--- src/hdl/csw_consts.svh ---
// constants for the chip-select and wait-state unit
`ifndef CSW_CONSTS_SVH
`define CSW_CONSTS_SVH
`define CSW_F_WAIT 1:0
`define CSW_B_RDY 2
`define CSW_B_WEXT 3
`define CSW_B_DA 7
`define CSW_F_SIZE 13:12
`define CSW_F_MBASE 15:9
`define CSW_F_PBASE 15:7
`define CSW_B_PIO_SPACE 6
`define CSW_B_LATCH 7
`define CSW_B_AUX_LW16 0
`define CSW_B_AUX_OW16 1
`define CSW_B_CLKA_EN 8
`define CSW_B_CLKB_EN 9
`define CSW_B_CLKA_PS 10
`define CSW_B_CLKB_PS 11
`define CSW_UPPER_RST 16'h0007
`define CSW_CTRL_RST 16'h0000
`define CSW_BOOT_ADDR 20'hF_FFF0
`define CSW_WAIT_X0 4'h5
`define CSW_WAIT_X1 4'h7
`define CSW_WAIT_X2 4'h9
`define CSW_WAIT_X3 4'hF
`define CSW_CLK_NS 25
`define CSW_BOOT_DLY_NS 200
`define CSW_BOOT_DLY_CYC ((`CSW_BOOT_DLY_NS + `CSW_CLK_NS - 1) / `CSW_CLK_NS)
`endif

--- src/hdl/csw_pkg.sv ---
// types and wait decoding for the chip-select and wait-state unit
package csw_pkg;
`include "csw_consts.svh"
    typedef enum logic [2:0] {ST_IDLE, ST_T1, ST_T2, ST_T3, ST_TW, ST_T4} bus_state_e;
    typedef logic [3:0] wait_t;

    function automatic wait_t wait_decode(input logic ext, input logic [1:0] lo);
        wait_t w;
        w = {2'b00, lo};
        if (ext) begin
            unique case (lo)
                2'b00: w = `CSW_WAIT_X0;
                2'b01: w = `CSW_WAIT_X1;
                2'b10: w = `CSW_WAIT_X2;
                2'b11: w = `CSW_WAIT_X3;
            endcase
        end
        return w;
    endfunction : wait_decode
endpackage : csw_pkg

--- src/hdl/chip_select_wait_state_unit.sv ---
// chip-select decode, wait-state and ready control, reset configuration
//----------------------------------------------------------------------
// Overview of operation
// boot fetch at FFFF0h, upper select, three waits
// reset held low at least 1ms
// capture AD at reset, hold, never drive
// selects assert for CPU and DMA cycles
// memory ranges plus 256-byte peripheral blocks
// control write enables decode, even as GENERAL_IO_PIN
// upper/lower select with non-multiplexed address
// bit 2 enables external ready
// bits 1-0 give 0 to 3 waits
// low peripherals add 5,7,9,15 via bit 3
// ready in wait one, then the remaining programmed waits
// three waits: seven cycles, else stretch
// async ready rising edge, synchronised
// internal block: zero waits, no ready
// address disable blocks AD address drive
// ready/wait stay active for GENERAL_IO_PIN pins
// fifth active; sixth/seventh off as address (the fifth block drives no select output here, only its waits apply)
// upper active at reset, 64K to 512K
// lower off at reset, width from aux
// clock outputs enabled by config 11-8
// interrupt leaves power save in T3
// reset stops bus, presets, clears watchdog
// selects low, released at cycle end
//----------------------------------------------------------------------
`timescale 1ns/1ps
`include "csw_consts.svh"
module chip_select_wait_state_unit (
    // clock and reset
    input wire logic clk_sys_i,
    input wire logic arst_n_i,
    // bus cycle request
    input wire logic cyc_req_i,
    input wire logic [19:0] cyc_addr_i,
    input wire logic cyc_io_i,
    input wire logic cyc_pcb_i,
    output logic cyc_busy_o,
    output logic cyc_done_o,
    output logic [19:0] bus_addr_o,
    output logic bus_width16_o,
    // multiplexed address/data bus
    input wire logic [15:0] ad_i,
    output logic ad_oe_n_o,
    // control register writes
    input wire logic upper_range_ctrl_wr_i,
    input wire logic lower_range_ctrl_wr_i,
    input wire logic mid_range_ctrl_wr_i,
    input wire logic periph_base_ctrl_wr_i,
    input wire logic mid_periph_size_ctrl_wr_i,
    input wire logic [15:0] ctrl_wdata_i,
    // configuration
    input wire logic [15:0] aux_config_i,
    input wire logic [15:0] sys_config_i,
    input wire logic [9:0] general_io_pin_mask_i,
    // ready inputs
    input wire logic async_ready_i,
    input wire logic sync_ready_i,
    // chip selects
    output logic upper_sel_n_o,
    output logic lower_sel_n_o,
    output logic [3:0] mid_sel_n_o,
    output logic [3:0] periph_select_low_group_n_o,
    output logic periph_select_sixth_n_o,
    output logic periph_select_seventh_n_o,
    output logic latched_addr_bit1_o,
    output logic latched_addr_bit2_o,
    // reset configuration and status
    output logic [15:0] reset_config_o,
    output logic cpu_run_o,
    output logic wdt_clear_o,
    // clocks and power save
    input wire logic psave_enter_i,
    input wire logic irq_i,
    output logic power_save_o,
    output logic clk_out_a_en_o,
    output logic clk_out_b_en_o,
    output logic clk_out_a_psave_o,
    output logic clk_out_b_psave_o
);
    import csw_pkg::*;

    //------------------------------------------------------------------
    // declarations
    //------------------------------------------------------------------
    logic [15:0] upper_ctrl_r, lower_ctrl_r, mid_ctrl_r, pbase_ctrl_r, mpsize_ctrl_r;
    logic lower_en_r, mid_en_r, pbase_en_r, mpsize_en_r;
    logic [15:0] ad_s1_r, ad_s2_r, reset_cfg_r;
    logic cap_done_r, booted_r;
    logic [3:0] boot_cnt_r;
    logic ardy_s1_r, ardy_s2_r, srdy_s1_r, srdy_s2_r, rdy;
    logic boot_start, start;
    logic [19:0] req_addr;
    logic req_io, req_pcb, mem;
    logic [3:0] up_bound, lo_mask;
    logic up_hit, lo_hit, mid_blk, mid_any, per_low_any, per_hi_any;
    logic [3:0] mid_hit;
    logic [6:0] per_hit, per_ok;
    logic [15:0] sel_ctrl;
    logic sel_wext, req_rdy_en, latch_mode, width16;
    wait_t req_waits;
    logic up_sel_r, lo_sel_r, sixth_r, seventh_r, da_r, rdy_en_q_r;
    logic [3:0] mid_sel_r, low_sel_r;
    logic [19:0] bus_addr_r;
    logic width16_r, la1_r, la2_r, psave_r;
    logic [3:0] clk_cfg_r;
    logic seq_busy, seq_t1, seq_t3, seq_first, seq_done;

    //------------------------------------------------------------------
    // reset configuration capture
    //------------------------------------------------------------------
    // free-running synchroniser keeps sampling while reset is low
    always_ff @(posedge clk_sys_i) begin
        ad_s1_r <= ad_i;
        ad_s2_r <= ad_s1_r;
    end

    // capture at release
    always_ff @(posedge clk_sys_i or negedge arst_n_i) begin
        if (!arst_n_i) begin
            reset_cfg_r <= 16'h0000;
            cap_done_r <= 1'b0;
        end else if (!cap_done_r) begin
            reset_cfg_r <= ad_s2_r;
            cap_done_r <= 1'b1;
        end
    end

    //------------------------------------------------------------------
    // boot sequence
    //------------------------------------------------------------------
    // boot after internal interval
    assign boot_start = !booted_r && boot_cnt_r == 4'h0;

    // reset halts bus until boot
    always_ff @(posedge clk_sys_i or negedge arst_n_i) begin
        if (!arst_n_i) begin
            boot_cnt_r <= 4'(`CSW_BOOT_DLY_CYC);
            booted_r <= 1'b0;
        end else if (!booted_r) begin
            if (boot_cnt_r != 4'h0) boot_cnt_r <= boot_cnt_r - 4'h1;
            else booted_r <= 1'b1;
        end
    end

    //------------------------------------------------------------------
    // control registers
    //------------------------------------------------------------------
    // write enables the decode
    always_ff @(posedge clk_sys_i or negedge arst_n_i) begin
        if (!arst_n_i) begin
            upper_ctrl_r <= `CSW_UPPER_RST;
            lower_ctrl_r <= `CSW_CTRL_RST;
            mid_ctrl_r <= `CSW_CTRL_RST;
            pbase_ctrl_r <= `CSW_CTRL_RST;
            mpsize_ctrl_r <= `CSW_CTRL_RST;
        end else begin
            if (upper_range_ctrl_wr_i) upper_ctrl_r <= ctrl_wdata_i;
            if (lower_range_ctrl_wr_i) lower_ctrl_r <= ctrl_wdata_i;
            if (mid_range_ctrl_wr_i) mid_ctrl_r <= ctrl_wdata_i;
            if (periph_base_ctrl_wr_i) pbase_ctrl_r <= ctrl_wdata_i;
            if (mid_periph_size_ctrl_wr_i) mpsize_ctrl_r <= ctrl_wdata_i;
        end
    end

    // lower select off until written
    always_ff @(posedge clk_sys_i or negedge arst_n_i) begin
        if (!arst_n_i) begin
            lower_en_r <= 1'b0;
            mid_en_r <= 1'b0;
            pbase_en_r <= 1'b0;
            mpsize_en_r <= 1'b0;
        end else begin
            lower_en_r <= lower_en_r | lower_range_ctrl_wr_i;
            mid_en_r <= mid_en_r | mid_range_ctrl_wr_i;
            pbase_en_r <= pbase_en_r | periph_base_ctrl_wr_i;
            mpsize_en_r <= mpsize_en_r | mid_periph_size_ctrl_wr_i;
        end
    end

    //------------------------------------------------------------------
    // ready synchronisers
    //------------------------------------------------------------------
    // two-stage ready sampling
    always_ff @(posedge clk_sys_i or negedge arst_n_i) begin
        if (!arst_n_i) begin
            ardy_s1_r <= 1'b0;
            ardy_s2_r <= 1'b0;
            srdy_s1_r <= 1'b0;
            srdy_s2_r <= 1'b0;
        end else begin
            ardy_s1_r <= async_ready_i;
            ardy_s2_r <= ardy_s1_r;
            srdy_s1_r <= sync_ready_i;
            srdy_s2_r <= srdy_s1_r;
        end
    end

    assign rdy = ardy_s2_r | srdy_s2_r;

    //------------------------------------------------------------------
    // address decode
    //------------------------------------------------------------------
    // one request path for CPU and DMA cycles
    assign start = boot_start || (booted_r && cyc_req_i && !seq_busy);
    assign req_addr = booted_r ? cyc_addr_i : `CSW_BOOT_ADDR;
    assign req_io = booted_r && cyc_io_i;
    assign req_pcb = booted_r && cyc_pcb_i;
    assign mem = !req_io && !req_pcb;

    // upper range 64K to 512K below top
    assign up_bound = 4'(4'hF << upper_ctrl_r[`CSW_F_SIZE]);
    assign up_hit = mem && (req_addr[19:16] & up_bound) == up_bound;
    assign lo_mask = 4'(4'hF << lower_ctrl_r[`CSW_F_SIZE]);
    assign lo_hit = mem && lower_en_r && (req_addr[19:16] & lo_mask) == 4'h0;

    // midrange block and peripheral blocks
    assign mid_blk = mem && mid_en_r && req_addr[19:13] == mid_ctrl_r[`CSW_F_MBASE];
    assign mid_hit = mid_blk ? 4'(4'h1 << req_addr[12:11]) : 4'h0;
    assign mid_any = |mid_hit;

    periph_decoder u_periph (
        .addr_i(req_addr),
        .io_i(req_io),
        .en_i(pbase_en_r && mpsize_en_r && !req_pcb),
        .io_space_i(mpsize_ctrl_r[`CSW_B_PIO_SPACE]),
        .base_i(pbase_ctrl_r[`CSW_F_PBASE]),
        .hit_o(per_hit)
    );

    // sixth and seventh drop out in address mode
    assign latch_mode = mpsize_ctrl_r[`CSW_B_LATCH];
    assign per_ok = per_hit & {~latch_mode, ~latch_mode, 5'b1_1111};
    assign per_low_any = |per_ok[4:0];
    assign per_hi_any = |per_ok[6:5];

    //------------------------------------------------------------------
    // wait and ready selection
    //------------------------------------------------------------------
    assign sel_ctrl = up_hit ? upper_ctrl_r :
                      lo_hit ? lower_ctrl_r :
                      mid_any ? mid_ctrl_r :
                      per_low_any ? pbase_ctrl_r :
                      per_hi_any ? mpsize_ctrl_r : 16'h0000;

    // extended codes only for the low group and fifth
    assign sel_wext = !up_hit && !lo_hit && !mid_any && per_low_any;

    // two-bit wait field
    // internal block: no waits, no ready
    assign req_waits = req_pcb ? 4'h0
                     : wait_decode(sel_wext && sel_ctrl[`CSW_B_WEXT], sel_ctrl[`CSW_F_WAIT]);

    // external ready enable
    assign req_rdy_en = !req_pcb && sel_ctrl[`CSW_B_RDY];

    // lower width from aux configuration
    assign width16 = lo_hit ? aux_config_i[`CSW_B_AUX_LW16]
                   : up_hit ? 1'b1 : aux_config_i[`CSW_B_AUX_OW16];

    //------------------------------------------------------------------
    // bus cycle sequencer
    //------------------------------------------------------------------
    // ready in first wait, then remaining waits
    wait_sequencer u_seq (
        .clk_sys_i(clk_sys_i),
        .arst_n_i(arst_n_i),
        .start_i(start),
        .waits_i(req_waits),
        .rdy_en_i(req_rdy_en),
        .rdy_i(rdy),
        .busy_o(seq_busy),
        .t1_o(seq_t1),
        .t3_o(seq_t3),
        .first_wait_o(seq_first),
        .done_o(seq_done)
    );

    //------------------------------------------------------------------
    // select registers
    //------------------------------------------------------------------
    // load at start, release after T4
    always_ff @(posedge clk_sys_i or negedge arst_n_i) begin
        if (!arst_n_i) begin
            up_sel_r <= 1'b0;
            lo_sel_r <= 1'b0;
            mid_sel_r <= 4'h0;
            low_sel_r <= 4'h0;
            sixth_r <= 1'b0;
            seventh_r <= 1'b0;
            da_r <= 1'b0;
        end else if (start) begin
            up_sel_r <= up_hit;
            lo_sel_r <= lo_hit;
            mid_sel_r <= mid_hit;
            low_sel_r <= per_ok[3:0];
            sixth_r <= per_ok[5];
            seventh_r <= per_ok[6];
            da_r <= (up_hit && upper_ctrl_r[`CSW_B_DA]) || (lo_hit && lower_ctrl_r[`CSW_B_DA]);
        end else if (seq_done) begin
            up_sel_r <= 1'b0;
            lo_sel_r <= 1'b0;
            mid_sel_r <= 4'h0;
            low_sel_r <= 4'h0;
            sixth_r <= 1'b0;
            seventh_r <= 1'b0;
            da_r <= 1'b0;
        end
    end

    // address and width latched with the selects
    always_ff @(posedge clk_sys_i or negedge arst_n_i) begin
        if (!arst_n_i) begin
            bus_addr_r <= 20'h0_0000;
            width16_r <= 1'b0;
            la1_r <= 1'b0;
            la2_r <= 1'b0;
            rdy_en_q_r <= 1'b0;
        end else if (start) begin
            bus_addr_r <= req_addr;
            width16_r <= width16;
            la1_r <= latch_mode && req_addr[1];
            la2_r <= latch_mode && req_addr[2];
            rdy_en_q_r <= req_rdy_en;
        end
    end

    //------------------------------------------------------------------
    // clocks and power save
    //------------------------------------------------------------------
    // interrupt exit in T3; entry takes priority
    always_ff @(posedge clk_sys_i or negedge arst_n_i) begin
        if (!arst_n_i) begin
            psave_r <= 1'b0;
            clk_cfg_r <= 4'h0;
        end else begin
            if (irq_i && seq_t3) psave_r <= 1'b0;
            if (psave_enter_i) psave_r <= 1'b1;
            // clock output enables
            clk_cfg_r <= sys_config_i[`CSW_B_CLKB_PS:`CSW_B_CLKA_EN];
        end
    end

    //------------------------------------------------------------------
    // outputs
    //------------------------------------------------------------------
    // GENERAL_IO_PIN pins stay high, waits still apply
    assign upper_sel_n_o = !up_sel_r;
    assign lower_sel_n_o = !lo_sel_r;
    assign mid_sel_n_o = ~(mid_sel_r & ~general_io_pin_mask_i[3:0]);
    assign periph_select_low_group_n_o = ~(low_sel_r & ~general_io_pin_mask_i[7:4]);
    assign periph_select_sixth_n_o = !(sixth_r && !general_io_pin_mask_i[8]);
    assign periph_select_seventh_n_o = !(seventh_r && !general_io_pin_mask_i[9]);
    assign latched_addr_bit1_o = la1_r;
    assign latched_addr_bit2_o = la2_r;

    // no address drive with disable set
    assign ad_oe_n_o = !(seq_t1 && !da_r);

    assign cyc_busy_o = seq_busy || !booted_r;
    assign cyc_done_o = seq_done;
    assign bus_addr_o = bus_addr_r;
    assign bus_width16_o = width16_r;
    assign reset_config_o = reset_cfg_r;
    assign cpu_run_o = booted_r;
    // watchdog held clear until boot
    assign wdt_clear_o = !booted_r;
    assign power_save_o = psave_r;
    assign clk_out_a_en_o = clk_cfg_r[0];
    assign clk_out_b_en_o = clk_cfg_r[1];
    assign clk_out_a_psave_o = clk_cfg_r[2];
    assign clk_out_b_psave_o = clk_cfg_r[3];

    //------------------------------------------------------------------
    // assertions
    //------------------------------------------------------------------
    property p_boot_fetch;
        @(posedge clk_sys_i) disable iff (!arst_n_i)
        boot_start |=> (bus_addr_o == `CSW_BOOT_ADDR && !upper_sel_n_o);
    endproperty
    a_boot_fetch: assert property (p_boot_fetch) else $error("boot fetch wrong");

    property p_boot_waits;
        @(posedge clk_sys_i) disable iff (!arst_n_i)
        boot_start |-> (req_waits == 4'h3 && req_rdy_en);
    endproperty
    a_boot_waits: assert property (p_boot_waits) else $error("boot waits wrong");

    property p_cfg_hold;
        @(posedge clk_sys_i) disable iff (!arst_n_i)
        (cap_done_r && $past(cap_done_r)) |-> $stable(reset_config_o);
    endproperty
    a_cfg_hold: assert property (p_cfg_hold) else $error("reset config changed");

    property p_no_drive;
        @(posedge clk_sys_i) disable iff (!arst_n_i)
        !booted_r |-> ad_oe_n_o;
    endproperty
    a_no_drive: assert property (p_no_drive) else $error("bus driven before boot");

    property p_da_block;
        @(posedge clk_sys_i) disable iff (!arst_n_i)
        (start && up_hit && upper_ctrl_r[`CSW_B_DA]) |=> ad_oe_n_o;
    endproperty
    a_da_block: assert property (p_da_block) else $error("address driven with disable");

    property p_pcb_zero;
        @(posedge clk_sys_i) disable iff (!arst_n_i)
        (start && req_pcb) |=> !cyc_done_o ##3 cyc_done_o;
    endproperty
    a_pcb_zero: assert property (p_pcb_zero) else $error("internal access not 4 cycles");

    property p_seven;
        @(posedge clk_sys_i) disable iff (!arst_n_i)
        (start && req_waits == 4'h3 && !req_rdy_en) |=> (!cyc_done_o) [*6] ##1 cyc_done_o;
    endproperty
    a_seven: assert property (p_seven) else $error("three-wait cycle not seven");

    property p_stretch;
        @(posedge clk_sys_i) disable iff (!arst_n_i)
        (seq_first && rdy_en_q_r && !rdy) |=> (seq_first && !cyc_done_o);
    endproperty
    a_stretch: assert property (p_stretch) else $error("no stretch without ready");

    property p_idle_high;
        @(posedge clk_sys_i) disable iff (!arst_n_i)
        (!seq_busy && !cyc_done_o) |-> (upper_sel_n_o && lower_sel_n_o && &mid_sel_n_o);
    endproperty
    a_idle_high: assert property (p_idle_high) else $error("select low when idle");

    property p_psave_exit;
        @(posedge clk_sys_i) disable iff (!arst_n_i)
        (power_save_o && irq_i && seq_t3 && !psave_enter_i) |=> !power_save_o;
    endproperty
    a_psave_exit: assert property (p_psave_exit) else $error("power save not left");
endmodule : chip_select_wait_state_unit

--- src/hdl/periph_decoder.sv ---
// seven 256-byte peripheral blocks above one base
`timescale 1ns/1ps
module periph_decoder (
    // cycle address
    input wire logic [19:0] addr_i,
    input wire logic io_i,
    // configuration
    input wire logic en_i,
    input wire logic io_space_i,
    input wire logic [8:0] base_i,
    // hits
    output logic [6:0] hit_o
);
    logic blk;

    assign blk = en_i && (io_i == io_space_i) && (addr_i[19:11] == base_i);

    for (genvar i = 0; i < 7; i++) begin : g_blk
        assign hit_o[i] = blk && (addr_i[10:8] == 3'(i));
    end
endmodule : periph_decoder

--- src/hdl/wait_sequencer.sv ---
// bus cycle state sequence with wait states and ready
`timescale 1ns/1ps
module wait_sequencer (
    // clock and reset
    input wire logic clk_sys_i,
    input wire logic arst_n_i,
    // cycle request
    input wire logic start_i,
    input csw_pkg::wait_t waits_i,
    input wire logic rdy_en_i,
    input wire logic rdy_i,
    // cycle state
    output logic busy_o,
    output logic t1_o,
    output logic t3_o,
    output logic first_wait_o,
    output logic done_o
);
    import csw_pkg::*;

    bus_state_e state_r, state_nxt;
    wait_t wcnt_r, wcnt_nxt, wlen_r;
    logic first_r, first_nxt, rdy_en_r, accept, hold;

    assign accept = start_i && (state_r == ST_IDLE || state_r == ST_T4);
    // first wait stretches until ready
    assign hold = first_r && rdy_en_r && !rdy_i;

    always_comb begin
        state_nxt = state_r;
        wcnt_nxt = wcnt_r;
        first_nxt = first_r;
        unique case (state_r)
            ST_IDLE: if (start_i) state_nxt = ST_T1;
            ST_T1: state_nxt = ST_T2;
            ST_T2: state_nxt = ST_T3;
            ST_T3: begin
                if (wlen_r != 4'h0) begin
                    state_nxt = ST_TW;
                    wcnt_nxt = wlen_r - 4'h1;
                    first_nxt = 1'b1;
                end else if (!rdy_en_r || rdy_i) begin
                    state_nxt = ST_T4;
                end
            end
            ST_TW: begin
                if (!hold) begin
                    first_nxt = 1'b0;
                    if (wcnt_r == 4'h0) state_nxt = ST_T4;
                    else wcnt_nxt = wcnt_r - 4'h1;
                end
            end
            ST_T4: state_nxt = start_i ? ST_T1 : ST_IDLE;
        endcase
    end

    always_ff @(posedge clk_sys_i or negedge arst_n_i) begin
        if (!arst_n_i) begin
            state_r <= ST_IDLE;
            wcnt_r <= 4'h0;
            first_r <= 1'b0;
            wlen_r <= 4'h0;
            rdy_en_r <= 1'b0;
        end else begin
            state_r <= state_nxt;
            wcnt_r <= wcnt_nxt;
            first_r <= first_nxt;
            if (accept) wlen_r <= waits_i;
            if (accept) rdy_en_r <= rdy_en_i;
        end
    end

    assign busy_o = !(state_r == ST_IDLE || state_r == ST_T4);
    assign t1_o = state_r == ST_T1;
    assign t3_o = state_r == ST_T3;
    assign first_wait_o = state_r == ST_TW && first_r;
    assign done_o = state_r == ST_T4;
endmodule : wait_sequencer

--- config.mk ---
export PLATFORM = sky130hd
export DESIGN_NAME = chip_select_wait_state_unit
export DESIGN_NICKNAME = d
export VERILOG_FILES = /design/src/hdl/csw_pkg.sv /design/src/hdl/chip_select_wait_state_unit.sv /design/src/hdl/periph_decoder.sv /design/src/hdl/wait_sequencer.sv
export VERILOG_INCLUDE_DIRS = /design/src /design/src/hdl
export SDC_FILE = /design/constraint.sdc
export NUM_CORES = 1
export LEC_CHECK = 0
export BUFFER_PORTS_ARGS = -buffer_cell sky130_fd_sc_hd__buf_2
export CAP_MARGIN = 20
export CORE_UTILIZATION = 30
export DETAILED_ROUTE_END_ITERATION = 12
export GPL_ROUTABILITY_DRIVEN = 0
export HOLD_SLACK_MARGIN = 0.05
export PLACE_DENSITY = 0.62
export SLEW_MARGIN = 40
export SYNTH_ARGS = -nofsm -noshare
export SYNTH_HDL_FRONTEND = slang
export SYNTH_SLANG_ARGS = --single-unit
--- constraint.sdc ---
create_clock -name clk_sys_i -period 2.8 [get_ports clk_sys_i]
set_clock_uncertainty 0.05 [all_clocks]
set_input_delay 0.28 -clock clk_sys_i [delete_from_list [all_inputs] [get_ports clk_sys_i]]
set_output_delay 0.28 -clock clk_sys_i [all_outputs]
set_load 0.05 [all_outputs]
==> reports/metrics.csv <==
stage,metric,value,unit
critical_path,critPathMaxStageDelay,0.37,ns
critical_path,crit_type,flip-flop to flip-flop,
yosys,synth_compound_area_share,11.00,%
yosys,synthFlopType,dfrtp_1,
critical_path,crit_family,simple AND/OR/NAND/NOR gates,
critical_path,arrival,2.78,ns
power,p_leak,3.720,nW
drt,via_per_inst,4.676,
drt,vias,4746,
yosys,yosysTopAreaCellShare,47.81,%
yosys,synth_top_family_by_area,simple AND/OR/NAND/NOR gates,
die,die_h,146.7,um
power,clockPowerShare,32.0,%
yosys,yosysTopAreaCell,dfrtp_1,
clocking,cts_made_buffers,17,
timing,timing.final.hold_violations,0,
yosys,synthMuxAreaShare,10.48,%
die,row_count,52,
clocking,cts_tree,built,
final_layout,utilization,40.75,%
drt,routed_wl,15.14,mm
drt,drc,0,
yosys,netlist_instances,544,
timing,period_needed,2.497,ns
timing,finalSetupViolCount,0,
power,combPwrFrac,28.8,%
power,power,7.250,mW
timing,fin_tns_setup,0,ns
yosys,synthSimpleGateAreaFrac,14.08,%
place,io_buffers,140,
yosys,synth-xor-area-share,1.394,%
power,share_seq_of_total_power,39.3,%
yosys,async_flop_share,79.49,%
clocking,insertion_delay,0.42,ns
yosys,synth_warnings,0,
global_route,grt_pass1_wl,24.63,mm
yosys,synth_cell_types,65,
clocking,h-tree-depth,4,
yosys,synthTopCellsByArea,"dfrtp_1 48%, dfxtp_1 10%, mux2_2 9.7%",
drt,antenna_left,0,
timing,tightest_slew,0.6862,ns
yosys,synth.cell_area,6281,sq um
clocking,ctsResizeCount,0,
die,core_area,20360,sq um
yosys,syn_area_per_cell,11.55,sq um
yosys,synth-edff-count,0,
critical_path,worstPathMaxFanout,38,
power,ir_drop,454.8,uV
timing,worst_hold_slack,0.06680,ns
drt,wl_per_cell,14.92,um
yosys,ys_ff_latch,156,
die,die_w,146.7,um
power,pwr_density_cell,873.7,nW/um^2
clocking,clkSinkCount,156,
final_layout,fillerInstances,1959,
global_route,grt_max_degree,62,
global_route,grt_pass1_vias,4699,
yosys,ys_top_cells_by_count,"120 x dfrtp_1, 64 x nand2_1, 54 x mux2_2",
critical_path,crit_buf_inv,2,
flow_run,maxCapViolCount,0,
min_path,hold_path_class,input port to flip-flop,
final_layout,syn2layout_area_growth,32.11,%
yosys,synthAdderAreaFrac,0.3984,%
timing,slew_headroom,54.25,%
yosys,synth.most_common_cell,dfrtp_1,
global_route,track_usage,14.77,%
global_route,grt_antenna_before_repair,6,
yosys,ys_seq_area_share,59.68,%
yosys,synth_nets,654,
final_layout,post_route_cells_drive_above_1_share,34.41,%
clocking,clockBufferDepth,2,
critical_path,crit_chain,"buf_12, or3b_1, a21boi_1, o21ai_1, o41ai_1, nand4_1, buf_4, or3_1, o31ai_1",
clocking,clk_pin_slew,0.06,ns
critical_path,critPathRequiredTime,3.08,ns
clocking,cts_setup_buffers,0,
die,ios,169,
critical_path,start_kind,flip-flop,
global_route,overflow,0,
critical_path,cp-end-kind,flip-flop,
power,switching_power,2.705,mW
timing,max_freq,400.5,MHz
power,internal-power,4.545,mW
critical_path,slowest_stage,dfrtp_1,
timing,maxSlewViolCount,0,
final_layout,num-nets-final,841,
die,initial_core_util,30.84,%
die,die-area,21520,sq um
place,dpl.hpwl,10.67,mm
drt,drt-pass1-iter-count,4,
timing,grt_setup_unrepaired,no,
power,power_switching_share,37.31,%
outcome,status,completed,
clocking,cts-root-buf,clkbuf_16,
timing,fin_crit_sh,89.18,%
drt,drtIter0Drc,159,
==> placed cells by master, fill, tap and decap left out, types with 9 or more instances in the layout <==
cell type,Yosys,layout
buf_4,1,10
inv_1,15,15
nand2b_1,14,14
dfrtp_1,120,120
o21ai_0,33,33
nor2_1,26,26
dfxtp_1,32,32
nand2_1,64,64
dlygate4sd3_1,0,39
nand3_1,16,16
a21oi_1,19,19
mux2_2,54,54
buf_2,3,139
inv_6,0,9
clkbuf_16,0,18
==> path summary, 6_finish.rpt <==
| check | cells past startpoint | slack (ns) | start | end |
|---|---|---|---|---|
| max | 9 | 0.30 | cpu_run_o$_DFF_PN0_ | low_sel_r[0]$_DFFE_PN0P_ |
| min | 2 | 0.07 | ctrl_wdata_i[11] | mid_ctrl_r[11]$_DFFE_PN0P_ |
| max reg2reg | 9 | 0.30 | cpu_run_o$_DFF_PN0_ | low_sel_r[0]$_DFFE_PN0P_ |
| min reg2reg | 0 | 0.28 | ad_s1_r[1]$_DFF_P_ | ad_s2_r[1]$_DFF_P_ |
| max in group asynchronous | 3 | 1.58 | arst_n_i | upper_ctrl_r[0]$_DFFE_PN1P_ |
| min in group asynchronous | 2 | 0.30 | arst_n_i | clk_cfg_r[3]$_DFF_PN0_ |
==> final cells by class <==
class,instances,area [sq um],share of cell area (%)
sequential,156,3749,45.17
multi-input combinational,350,2350,28.32
timing repair buffer,190,1201,14.48
clock buffer,18,450.4,5.428
tap,270,337.8,4.071
clock inverter,14,145.1,1.749
inverter,16,62.56,0.7539
antenna,1,2.502,0.03016
==> what timing repair did <==
item	4_1_cts	5_1_grt
setup endpoints to repair	0	0
hold buffers	39	0
hold endpoints to repair	73	0
==> state kept, by name (all words and copies together), names as in the netlist, 5 cells and up <==
name	cells
ad_s2_r	16
mpsize_ctrl_r	5
reset_config_o	16
upper_ctrl_r	6
ad_s1_r	16
pbase_ctrl_r	13
mid_ctrl_r	10
bus_addr_o	20
lower_ctrl_r	6
==> routing by layer <==
metal	track usage, %	vias up	part of all wire [%]
met5	0	-	0.24
met1	18.20	2278	44
met2	23.65	136	46
met4	5.313	6	1.5
li1	-	2301	-
met3	5.435	25	7.6
==> through the flow <==
step / std cells / area [sq um] / setup WS (ns)
4_1_cts: 1014 / 8295 / 0.3127
3_5_place_dp: 943 / 7310 / 0.3352
3_3_place_gp: 943 / 7310 / 0.3312
6_report: 1015 / 8298 / 0.3030
2_1_floorplan: 544 / 6281 / 0.2136
5_1_grt: 1014 / 8295 / 0.1217
==> kinds of logic after synthesis <==
group,after synthesis
and+or+nand+nor,172
DFF,156
AOI/OAI and AO/OA,106
muxes,59
buffers and inverters,38
xor gates and xnor gates,10
adders and majority gates,2
other,1
==> power groups by stage <==
stage / Clock, mW / Combinational, mW / Sequential, mW
final: 2.32 / 2.09 / 2.85
after global routing: 2.49 / 2.27 / 2.90
after CTS: 2.38 / 2.11 / 2.85
after detailed placement: 0 / 2.06 / 2.89
after global placement: 0 / 2.03 / 2.88
after floorplan: 0 / 0.892 / 3.48
(Power assumes the default switching activity.)
